### src/design/tpw_pkg.sv
// Notes on behaviour
// PWM exists only on the lower timer, resolution up to 8 bits.
// PWM wave drives the upper timer's pin; upper timer stays a free 8-bit timer.
// Output flip-flop toggles on compare match and on the 2^n overflow, n = 6, 7, 8.
// Lower up-counter clears to zero on each 2^n overflow.
// Software loads a compare value nonzero and below the overflow count.
// With double buffer on, written compare waits in buffer until overflow.
// Low time equals compare value times the prescaled tick period.
// Stop before reconfiguring; stopping clears the counter; run restarts counting.
// One flip-flop control write clears output, enables toggling and double buffer.
// Software routes the shared port bit to the timer output function.
// Period is overflow count times tick; ticks differ by 4; gear doubles period.
// Mode 11 selects PWM; cycle codes 01, 10, 11 give 64, 128, 256.
// Upper timer clock codes 01, 10, 11 pick fine, coarse, coarsest; no output.
// Pin follows the output flip-flop directly, changing on the toggling tick.
package tpw_pkg;

  localparam int unsigned ADDR_W         = 8;
  localparam int unsigned DATA_W         = 32;

  localparam logic [7:0]  OFS_RUN        = 8'h00;
  localparam logic [7:0]  OFS_MODE       = 8'h04;
  localparam logic [7:0]  OFS_LOWER_CMP  = 8'h08;
  localparam logic [7:0]  OFS_UPPER_CMP  = 8'h0c;
  localparam logic [7:0]  OFS_FF_CTRL    = 8'h10;
  localparam logic [7:0]  OFS_STATUS     = 8'h14;
  localparam logic [7:0]  OFS_CMP_BUF    = 8'h18;

  // Run register
  localparam int unsigned RUN_LOWER_BIT  = 0;
  localparam int unsigned RUN_UPPER_BIT  = 1;

  // Mode register fields
  localparam int unsigned MODE_SEL_LSB   = 0;
  localparam int unsigned CYCLE_SEL_LSB  = 2;
  localparam int unsigned UPPER_CLK_LSB  = 4;
  localparam int unsigned LOWER_CLK_LSB  = 6;

  // Flip-flop control fields
  localparam int unsigned FF_DBUF_BIT    = 0;
  localparam int unsigned FF_TOG_EN_BIT  = 1;
  localparam int unsigned FF_ACT_LSB     = 2;
  localparam logic [1:0]  FF_ACT_SET     = 2'h1;
  localparam logic [1:0]  FF_ACT_CLEAR   = 2'h2;

  // Status fields
  localparam int unsigned ST_LOWER_LSB   = 0;
  localparam int unsigned ST_UPPER_LSB   = 8;
  localparam int unsigned ST_FF_BIT      = 16;
  localparam int unsigned ST_UMATCH_BIT  = 17;

  localparam logic [1:0]  MODE_PWM       = 2'h3;
  localparam logic [1:0]  CYCLE_64       = 2'h1;
  localparam logic [1:0]  CYCLE_128      = 2'h2;
  localparam logic [1:0]  CYCLE_256      = 2'h3;
  localparam logic [1:0]  CLK_EXT        = 2'h0;
  localparam logic [1:0]  CLK_A          = 2'h1;
  localparam logic [1:0]  CLK_B          = 2'h2;
  localparam logic [1:0]  CLK_C          = 2'h3;

  // Prescaler divisions in system clocks at gear x1
  localparam int unsigned PRE_W          = 16;
  localparam int unsigned DIV_FINE       = 16;
  localparam int unsigned DIV_MIDDLE     = DIV_FINE * 4;
  localparam int unsigned DIV_COARSE     = DIV_MIDDLE * 4;
  localparam int unsigned DIV_COARSEST   = DIV_COARSE * 16;
  localparam logic [2:0]  GEAR_MAX       = 3'h4;

  localparam logic [7:0]  RST_BYTE       = 8'h00;

endpackage

### src/design/tpw_upper_timer.sv
module tpw_upper_timer
  import tpw_pkg::*;
(
  input  wire logic       i_clock,
  input  wire logic       i_nrst,
  input  wire logic       i_run,
  input  wire logic       i_tick,
  input  wire logic [7:0] i_compare,
  output logic      [7:0] o_count,
  output logic            o_match
);

  logic [7:0] count_q;
  logic       match_q;

  // Plain interval timer: counts ticks, clears on match
  always_ff @(posedge i_clock or negedge i_nrst) begin
    if (!i_nrst) begin
      count_q <= RST_BYTE;
    end else if (!i_run) begin
      count_q <= RST_BYTE;
    end else if (i_tick) begin
      if (count_q + 8'h01 == i_compare) begin
        count_q <= RST_BYTE;
      end else begin
        count_q <= count_q + 8'h01;
      end
    end
  end

  always_ff @(posedge i_clock or negedge i_nrst) begin
    if (!i_nrst) begin
      match_q <= 1'b0;
    end else begin
      match_q <= i_run && i_tick && (count_q + 8'h01 == i_compare);
    end
  end

  assign o_count = count_q;
  assign o_match = match_q;

endmodule

### src/design/tpw_pwm_top.sv
// Chosen here: register access over APB and the placing of the registers.
module tpw_pwm_top
  import tpw_pkg::*;
(
  input  wire logic              i_clock,
  input  wire logic              i_nrst,
  input  wire logic              psel,
  input  wire logic              penable,
  input  wire logic              pwrite,
  input  wire logic [ADDR_W-1:0] paddr,
  input  wire logic [DATA_W-1:0] pwdata,
  input  wire logic [3:0]        pstrb,
  output logic      [DATA_W-1:0] prdata,
  output logic                   pready,
  output logic                   pslverr,
  input  wire logic [2:0]        i_clock_gear_select,
  input  wire logic              i_ext_count_clock,
  output logic                   o_timer_output_pin,
  output logic                   o_upper_match
);

  logic [1:0]        run_q;
  logic [7:0]        mode_q;
  logic [7:0]        cmp_active_q;
  logic [7:0]        cmp_buf_q;
  logic [7:0]        upper_cmp_q;
  logic              dbuf_en_q;
  logic              tog_en_q;
  logic              output_flipflop_q;
  logic              umatch_seen_q;
  logic [8:0]        lower_up_counter_q;
  logic [PRE_W-1:0]  pre_q;
  logic [2:0]        gear_s1_q;
  logic [2:0]        gear_q;
  logic [2:0]        gear_lim;
  logic              ext_s1_q;
  logic              ext_s2_q;
  logic              ext_s3_q;
  logic [DATA_W-1:0] prdata_q;

  logic              wr_acc;
  logic              rd_setup;
  logic              mapped;
  logic [1:0]        pair_mode_select;
  logic [1:0]        pwm_cycle_select;
  logic [1:0]        upper_clk_sel;
  logic [1:0]        lower_clk_sel;
  logic              pwm_mode;
  logic              lower_run;
  logic              fine_prescale_tick;
  logic              middle_prescale_tick;
  logic              coarse_prescale_tick;
  logic              coarsest_prescale_tick;
  logic              ext_tick;
  logic              lower_tick;
  logic              upper_tick;
  logic [8:0]        wrap_last;
  logic              overflow;
  logic              match;
  logic [7:0]        upper_count;
  logic              upper_match;
  logic [7:0]        wbyte;

  // Tick when the prescaler completes a span of div clocks scaled by the gear
  function automatic logic pre_tick(input logic [PRE_W-1:0] cnt,
                                    input int unsigned      div,
                                    input logic [2:0]       gear);
    logic [PRE_W:0] span;
    span = PRE_W'(div) << gear;
    pre_tick = ((cnt & PRE_W'(span - 1)) == PRE_W'(span - 1));
  endfunction

  function automatic logic hit(input logic [ADDR_W-1:0] a, input logic [7:0] ofs);
    hit = (a == ofs);
  endfunction

  // APB decode
  assign wr_acc   = psel && penable && pwrite && mapped;
  assign rd_setup = psel && !penable && !pwrite;
  assign mapped   = hit(paddr, OFS_RUN) || hit(paddr, OFS_MODE) ||
                    hit(paddr, OFS_LOWER_CMP) || hit(paddr, OFS_UPPER_CMP) ||
                    hit(paddr, OFS_FF_CTRL) || hit(paddr, OFS_STATUS) ||
                    hit(paddr, OFS_CMP_BUF);
  assign pready   = psel && penable;
  assign pslverr  = psel && penable && !mapped;
  assign prdata   = prdata_q;
  assign wbyte    = pstrb[0] ? pwdata[7:0] : 8'h00;

  assign pair_mode_select = mode_q[MODE_SEL_LSB +: 2];
  assign pwm_cycle_select = mode_q[CYCLE_SEL_LSB +: 2];
  assign upper_clk_sel    = mode_q[UPPER_CLK_LSB +: 2];
  assign lower_clk_sel    = mode_q[LOWER_CLK_LSB +: 2];
  assign pwm_mode         = (pair_mode_select == MODE_PWM);
  assign lower_run        = run_q[RUN_LOWER_BIT] && pwm_mode;

  // Gear and external clock come from outside: two stages first
  always_ff @(posedge i_clock or negedge i_nrst) begin
    if (!i_nrst) begin
      gear_s1_q <= 3'h0;
      gear_q    <= 3'h0;
    end else begin
      gear_s1_q <= i_clock_gear_select;
      gear_q    <= gear_s1_q;
    end
  end

  // Gears above the top step act as the top step
  assign gear_lim = (gear_q > GEAR_MAX) ? GEAR_MAX : gear_q;

  always_ff @(posedge i_clock or negedge i_nrst) begin
    if (!i_nrst) begin
      ext_s1_q <= 1'b0;
      ext_s2_q <= 1'b0;
      ext_s3_q <= 1'b0;
    end else begin
      ext_s1_q <= i_ext_count_clock;
      ext_s2_q <= ext_s1_q;
      ext_s3_q <= ext_s2_q;
    end
  end

  assign ext_tick = ext_s2_q && !ext_s3_q;

  // Prescaler runs while either timer runs
  always_ff @(posedge i_clock or negedge i_nrst) begin
    if (!i_nrst) begin
      pre_q <= '0;
    end else if (!run_q[RUN_LOWER_BIT] && !run_q[RUN_UPPER_BIT]) begin
      pre_q <= '0;
    end else begin
      pre_q <= pre_q + PRE_W'(1);
    end
  end

  assign fine_prescale_tick     = pre_tick(pre_q, DIV_FINE, gear_lim);
  assign middle_prescale_tick   = pre_tick(pre_q, DIV_MIDDLE, gear_lim);
  assign coarse_prescale_tick   = pre_tick(pre_q, DIV_COARSE, gear_lim);
  assign coarsest_prescale_tick = pre_tick(pre_q, DIV_COARSEST, gear_lim);

  always_comb begin
    case (lower_clk_sel)
      CLK_EXT: lower_tick = ext_tick;
      CLK_A:   lower_tick = fine_prescale_tick;
      CLK_B:   lower_tick = middle_prescale_tick;
      CLK_C:   lower_tick = coarse_prescale_tick;
      default: lower_tick = 1'b0;
    endcase
  end

  always_comb begin
    case (upper_clk_sel)
      CLK_A:   upper_tick = fine_prescale_tick;
      CLK_B:   upper_tick = coarse_prescale_tick;
      CLK_C:   upper_tick = coarsest_prescale_tick;
      default: upper_tick = 1'b0;
    endcase
  end

  // Last count before the 2^n overflow
  always_comb begin
    case (pwm_cycle_select)
      CYCLE_64:  wrap_last = 9'h03f;
      CYCLE_128: wrap_last = 9'h07f;
      CYCLE_256: wrap_last = 9'h0ff;
      default:   wrap_last = 9'h0ff;
    endcase
  end

  assign overflow = lower_run && lower_tick && (lower_up_counter_q == wrap_last);
  // Match when the count reaches the compare value; value below 2^n assumed
  assign match    = lower_run && lower_tick &&
                    (lower_up_counter_q + 9'h001 == {1'b0, cmp_active_q});

  always_ff @(posedge i_clock or negedge i_nrst) begin
    if (!i_nrst) begin
      lower_up_counter_q <= 9'h000;
    end else if (!lower_run) begin
      lower_up_counter_q <= 9'h000;
    end else if (overflow) begin
      lower_up_counter_q <= 9'h000;
    end else if (lower_tick) begin
      lower_up_counter_q <= lower_up_counter_q + 9'h001;
    end
  end

  // Run control
  always_ff @(posedge i_clock or negedge i_nrst) begin
    if (!i_nrst) begin
      run_q <= 2'h0;
    end else if (wr_acc && hit(paddr, OFS_RUN)) begin
      run_q <= wbyte[1:0];
    end
  end

  always_ff @(posedge i_clock or negedge i_nrst) begin
    if (!i_nrst) begin
      mode_q <= RST_BYTE;
    end else if (wr_acc && hit(paddr, OFS_MODE)) begin
      mode_q <= wbyte;
    end
  end

  always_ff @(posedge i_clock or negedge i_nrst) begin
    if (!i_nrst) begin
      upper_cmp_q <= RST_BYTE;
    end else if (wr_acc && hit(paddr, OFS_UPPER_CMP)) begin
      upper_cmp_q <= wbyte;
    end
  end

  // Compare buffer and active compare
  always_ff @(posedge i_clock or negedge i_nrst) begin
    if (!i_nrst) begin
      cmp_buf_q <= RST_BYTE;
    end else if (wr_acc && hit(paddr, OFS_LOWER_CMP)) begin
      cmp_buf_q <= wbyte;
    end
  end

  always_ff @(posedge i_clock or negedge i_nrst) begin
    if (!i_nrst) begin
      cmp_active_q <= RST_BYTE;
    end else if (wr_acc && hit(paddr, OFS_LOWER_CMP) && !dbuf_en_q) begin
      cmp_active_q <= wbyte;
    end else if (overflow && dbuf_en_q) begin
      cmp_active_q <= cmp_buf_q;
    end
  end

  // Flip-flop control: toggle enable and double buffer enable
  always_ff @(posedge i_clock or negedge i_nrst) begin
    if (!i_nrst) begin
      dbuf_en_q <= 1'b0;
      tog_en_q  <= 1'b0;
    end else if (wr_acc && hit(paddr, OFS_FF_CTRL)) begin
      dbuf_en_q <= wbyte[FF_DBUF_BIT];
      tog_en_q  <= wbyte[FF_TOG_EN_BIT];
    end
  end

  always_ff @(posedge i_clock or negedge i_nrst) begin
    if (!i_nrst) begin
      output_flipflop_q <= 1'b0;
    end else if (wr_acc && hit(paddr, OFS_FF_CTRL) &&
                 wbyte[FF_ACT_LSB +: 2] == FF_ACT_CLEAR) begin
      output_flipflop_q <= 1'b0;
    end else if (wr_acc && hit(paddr, OFS_FF_CTRL) &&
                 wbyte[FF_ACT_LSB +: 2] == FF_ACT_SET) begin
      output_flipflop_q <= 1'b1;
    end else if (tog_en_q && (match || overflow)) begin
      output_flipflop_q <= !output_flipflop_q;
    end
  end

  // Pin follows the flip-flop; port routing is outside this block
  assign o_timer_output_pin = output_flipflop_q;

  tpw_upper_timer u_upper (
    .i_clock   (i_clock),
    .i_nrst    (i_nrst),
    .i_run     (run_q[RUN_UPPER_BIT]),
    .i_tick    (upper_tick),
    .i_compare (upper_cmp_q),
    .o_count   (upper_count),
    .o_match   (upper_match)
  );

  assign o_upper_match = upper_match;

  // Sticky upper match: hardware set wins over software clear
  always_ff @(posedge i_clock or negedge i_nrst) begin
    if (!i_nrst) begin
      umatch_seen_q <= 1'b0;
    end else if (upper_match) begin
      umatch_seen_q <= 1'b1;
    end else if (wr_acc && hit(paddr, OFS_STATUS) && pwdata[ST_UMATCH_BIT]) begin
      umatch_seen_q <= 1'b0;
    end
  end

  // Read data captured in the setup cycle
  always_ff @(posedge i_clock or negedge i_nrst) begin
    if (!i_nrst) begin
      prdata_q <= '0;
    end else if (rd_setup) begin
      prdata_q <= '0;
      case (paddr)
        OFS_RUN:       prdata_q[1:0] <= run_q;
        OFS_MODE:      prdata_q[7:0] <= mode_q;
        OFS_LOWER_CMP: prdata_q[7:0] <= cmp_active_q;
        OFS_UPPER_CMP: prdata_q[7:0] <= upper_cmp_q;
        OFS_FF_CTRL: begin
          prdata_q[FF_DBUF_BIT]   <= dbuf_en_q;
          prdata_q[FF_TOG_EN_BIT] <= tog_en_q;
        end
        OFS_STATUS: begin
          prdata_q[ST_LOWER_LSB +: 8] <= lower_up_counter_q[7:0];
          prdata_q[ST_UPPER_LSB +: 8] <= upper_count;
          prdata_q[ST_FF_BIT]         <= output_flipflop_q;
          prdata_q[ST_UMATCH_BIT]     <= umatch_seen_q;
        end
        OFS_CMP_BUF:   prdata_q[7:0] <= cmp_buf_q;
        default:       prdata_q <= '0;
      endcase
    end
  end

endmodule

### config.mk
export PLATFORM = sky130hd
export DESIGN_NAME = tpw_pwm_top
export DESIGN_NICKNAME = d
export VERILOG_FILES = /design/src/design/tpw_pkg.sv /design/src/design/tpw_upper_timer.sv /design/src/design/tpw_pwm_top.sv
export SDC_FILE = /design/constraint.sdc
export NUM_CORES = 1
export LEC_CHECK = 0
export ABC_AREA = 1
export BUFFER_PORTS_ARGS = -buffer_cell sky130_fd_sc_hd__buf_2
export CAP_MARGIN = 30
export CORE_MARGIN = 2
export CORE_UTILIZATION = 60
export CTS_CLUSTER_DIAMETER = 50
export DETAILED_ROUTE_END_ITERATION = 16
export MAX_ROUTING_LAYER = met4
export PLACE_DENSITY = 0.82
export SYNTH_ARGS = -nofsm -noshare
export SYNTH_HDL_FRONTEND = slang
export SYNTH_HIERARCHICAL = 1
export SYNTH_SLANG_ARGS = --single-unit
export TNS_END_PERCENT = 10
### constraint.sdc
create_clock -name i_clock -period 3.46 [get_ports i_clock]
set_input_delay 0.692 -clock i_clock [delete_from_list [all_inputs] [get_ports i_clock]]
set_output_delay 0.692 -clock i_clock [all_outputs]
set_load 0.02 [all_outputs]
==> flow_summary.json <==
{
  "postRouteAntennaNets": 0,
  "min_from": "gear_s1_q[0]$_DFF_PN0_",
  "ys_top_cells_by_area": "dfrtp_1 (45%), nand2_1 (13%), inv_1 (5.5%), o21ai_0 (4.4%), nand3_1 (3.6%)",
  "setup_violations": 0,
  "cap_viol_max_count": 0,
  "ios": 89,
  "core_area_um2": 8810,
  "area_growth_pct": 8.99,
  "cts_tree": "done",
  "fin_setup_tns_ps": 0,
  "die_w_um": 99.7,
  "layout_commonest_cell": "nand2_1",
  "fillCellCount": 726,
  "portBuffers": 48,
  "grt_pass1_wl_mm": 21.8,
  "p_leak_uw": 0.00278,
  "wl_per_cell_um": 15.2,
  "crit_arrival_ps": 2710,
  "synthFlopType": "dfrtp_1",
  "run_status": "finished clean",
  "dr.pass1.iters": 5,
  "holdCritPathClass": "flop to flop",
  "cts.sinks": 99,
  "ir_drop_v": 0.000217,
  "yosysWarnings": 6,
  "die_h_um": 99.7,
  "post_cts_resized": 0,
  "drc_errors": 0,
  "stdcell_count": 859,
  "via_per_inst": 5.61,
  "drive_gt1_share_pct": 17.0,
  "start_kind": "flop",
  "p_per_area_nw_per_um2": 349,
  "clock-skew-final_ps": 16.9,
  "synth.distinct_cells": 50,
  "worstRegToRegCells": 15,
  "syn_avg_cell_area_um2": 7.92,
  "grt_max_degree": 63,
  "hold_violations": 0,
  "ys_seq_area_share_pct": 45.1,
  "syn-instance-count": 694,
  "critical_path_required_ps": 3770,
  "start_util_pct": 62.4,
  "hold_buffers": 0,
  "rsz0062_at_grt": "false",
  "critPathCapture": "u_upper/o_count[7]$_DFFE_PN0P_",
  "yosysTopAreaCellShare_pct": 45.1,
  "synth_seq_cells": 99,
  "r2r_end": "u_upper/o_count[7]$_DFFE_PN0P_",
  "dp.cells": 843,
  "n_antenna_cell": 0,
  "clock-root-buffer": "clkbuf_8",
  "drt_iter0_markers": 273,
  "clock_latency_ps": 380,
  "gr-total-overflow": 0,
  "whs_path_depth": 0,
  "period_minus_slack_ps": 2400,
  "syn-cell-area_um2": 5500,
  "hpwl_mm": 9.80,
  "cts_setup_buffers": 0,
  "grt_pass1_vias": 4622,
  "wl_mm": 13.0,
  "gp_congestion": 0.996,
  "synth_top_cell_by_area": "dfrtp_1",
  "worstPathMaxFanout": 9,
  "drv_slew": 0,
  "fmax_mhz": 417,
  "endpoint_kind": "flop",
  "clk_pin_slew_ps": 100,
  "clockBufferDepth": 2,
  "ff2ff_setup_slack_ps": 1060,
  "async_flop_share_pct": 100,
  "slew_headroom_pct": 48.4,
  "vias": 4818,
  "regToRegStartpoint": "pre_q[0]$_DFF_PN0_",
  "fin_crit_sh_pct": 69.3,
  "tightest_slew_ps": 775,
  "antenna_found_initial": 0,
  "final_nets": 803,
  "numCtsBuffers": 9,
  "die-area_um2": 9950,
  "htreeDepth": 3,
  "synth_edf_count": 0,
  "path_class": "flop to flop",
  "core.rowCount": 34,
  "final_cell_mix": "nand2_1 (193), dfrtp_1 (99), inv_1 (81)",
  "track_usage_pct": 28.8,
  "startpoint": "pre_q[0]$_DFF_PN0_"
}
-- synth_stat cells (5+ instances only) --
library cell,n
nand2_1,193
dfrtp_1,99
inv_1,81
o21ai_0,48
nor2_1,47
nand3_1,40
a21oi_1,23
nand2_2,16
o21ai_1,16
buf_4,14
o22ai_1,13
a221oi_1,7
nor2_2,7
nand3_2,6
nand4_1,6
nor2_4,6
nor3_1,6
o21ai_2,6
clkbuf_1,5
-- sequential cells by signal, indices dropped and copies added (netlist names), 3 cells and up --
name,flops
prdata,18
pre_q,16
lower_up_counter_q,9
cmp_active_q,8
cmp_buf_q,8
mode_q,8
u_upper/o_count,8
upper_cmp_q,8
gear_q,3
gear_s1_q,3
-- power breakdown --
part           total, uW  internal (uW)  switching [uW]
registers           1180           1170            9.64
clock network        762            338             423
logic                146           41.3             104
-- logic make-up after synthesis --
group,count (synthesis),share of synthesized area [%]
and+or+nand+nor,341,29.3
AOI/OAI and AO/OA,135,15.1
buffers and inverters,110,8.99
DFF,99,45.1
xor gates and xnor gates,4,0.637
adders and majority gates,4,0.910
other,1,0.0682
-- critical path: stages, from the launching register on --
cell	delay, ps
dfrtp_1	380
ha_1	210
nand3_2	120
nor2_2	110
nand2_2	100
nor2_4	130
nand2_1	70
inv_1	80
nand4_1	160
o31ai_1	290
nand2_1	80
o31ai_1	120
nand2_2	200
a21oi_1	150
nand2_1	70
nand2_1	60
-- final cells by class --
| class | instances | area (um^2) | share of cell area [%] |
|---|---|---|---|
| multi-input combinational | 498 | 2570 | 43.0 |
| tap | 108 | 135 | 2.26 |
| clock buffer | 9 | 124 | 2.07 |
| inverter | 87 | 329 | 5.49 |
| sequential | 99 | 2480 | 41.3 |
| clock inverter | 7 | 73.8 | 1.23 |
| timing repair buffer | 51 | 278 | 4.64 |
-- metrics by stage --
step	setup slack, ps	hold slack (ps)	util [%]	total power, uW	instance area [um^2]
final	1060	357	68.0	2090	5990
after global routing	772	372	68.0	2160	5990
after CTS	1070	367	68.0	2100	5990
after detailed placement	866	341	65.8	1350	5790
after global placement	918	334	65.8	1350	5790
after floorplan	1440	331	-	1290	5550
-- worst min path at each step --
stage / end
final: gear_q[0]$_DFF_PN0_
after CTS: ext_s2_q$_DFF_PN0_
after global placement: gear_q[0]$_DFF_PN0_
after detailed placement: gear_q[0]$_DFF_PN0_
after floorplan: ext_s2_q$_DFF_PN0_
after global routing: ext_s2_q$_DFF_PN0_
-- layer usage --
metal / GRT usage [%] / vias to the layer above / share of wire [%] / wire length, um
met4: 11.0 / 0 / 2.7 / 357
met3: 6.39 / 30 / 7.6 / 987
met1: 37.1 / 2234 / 43 / 5590
met2: 44.9 / 211 / 47 / 6110
met5: - / - / 0 / 0
li1: - / 2343 / - / -
Power figures use the tool's default switching activity.
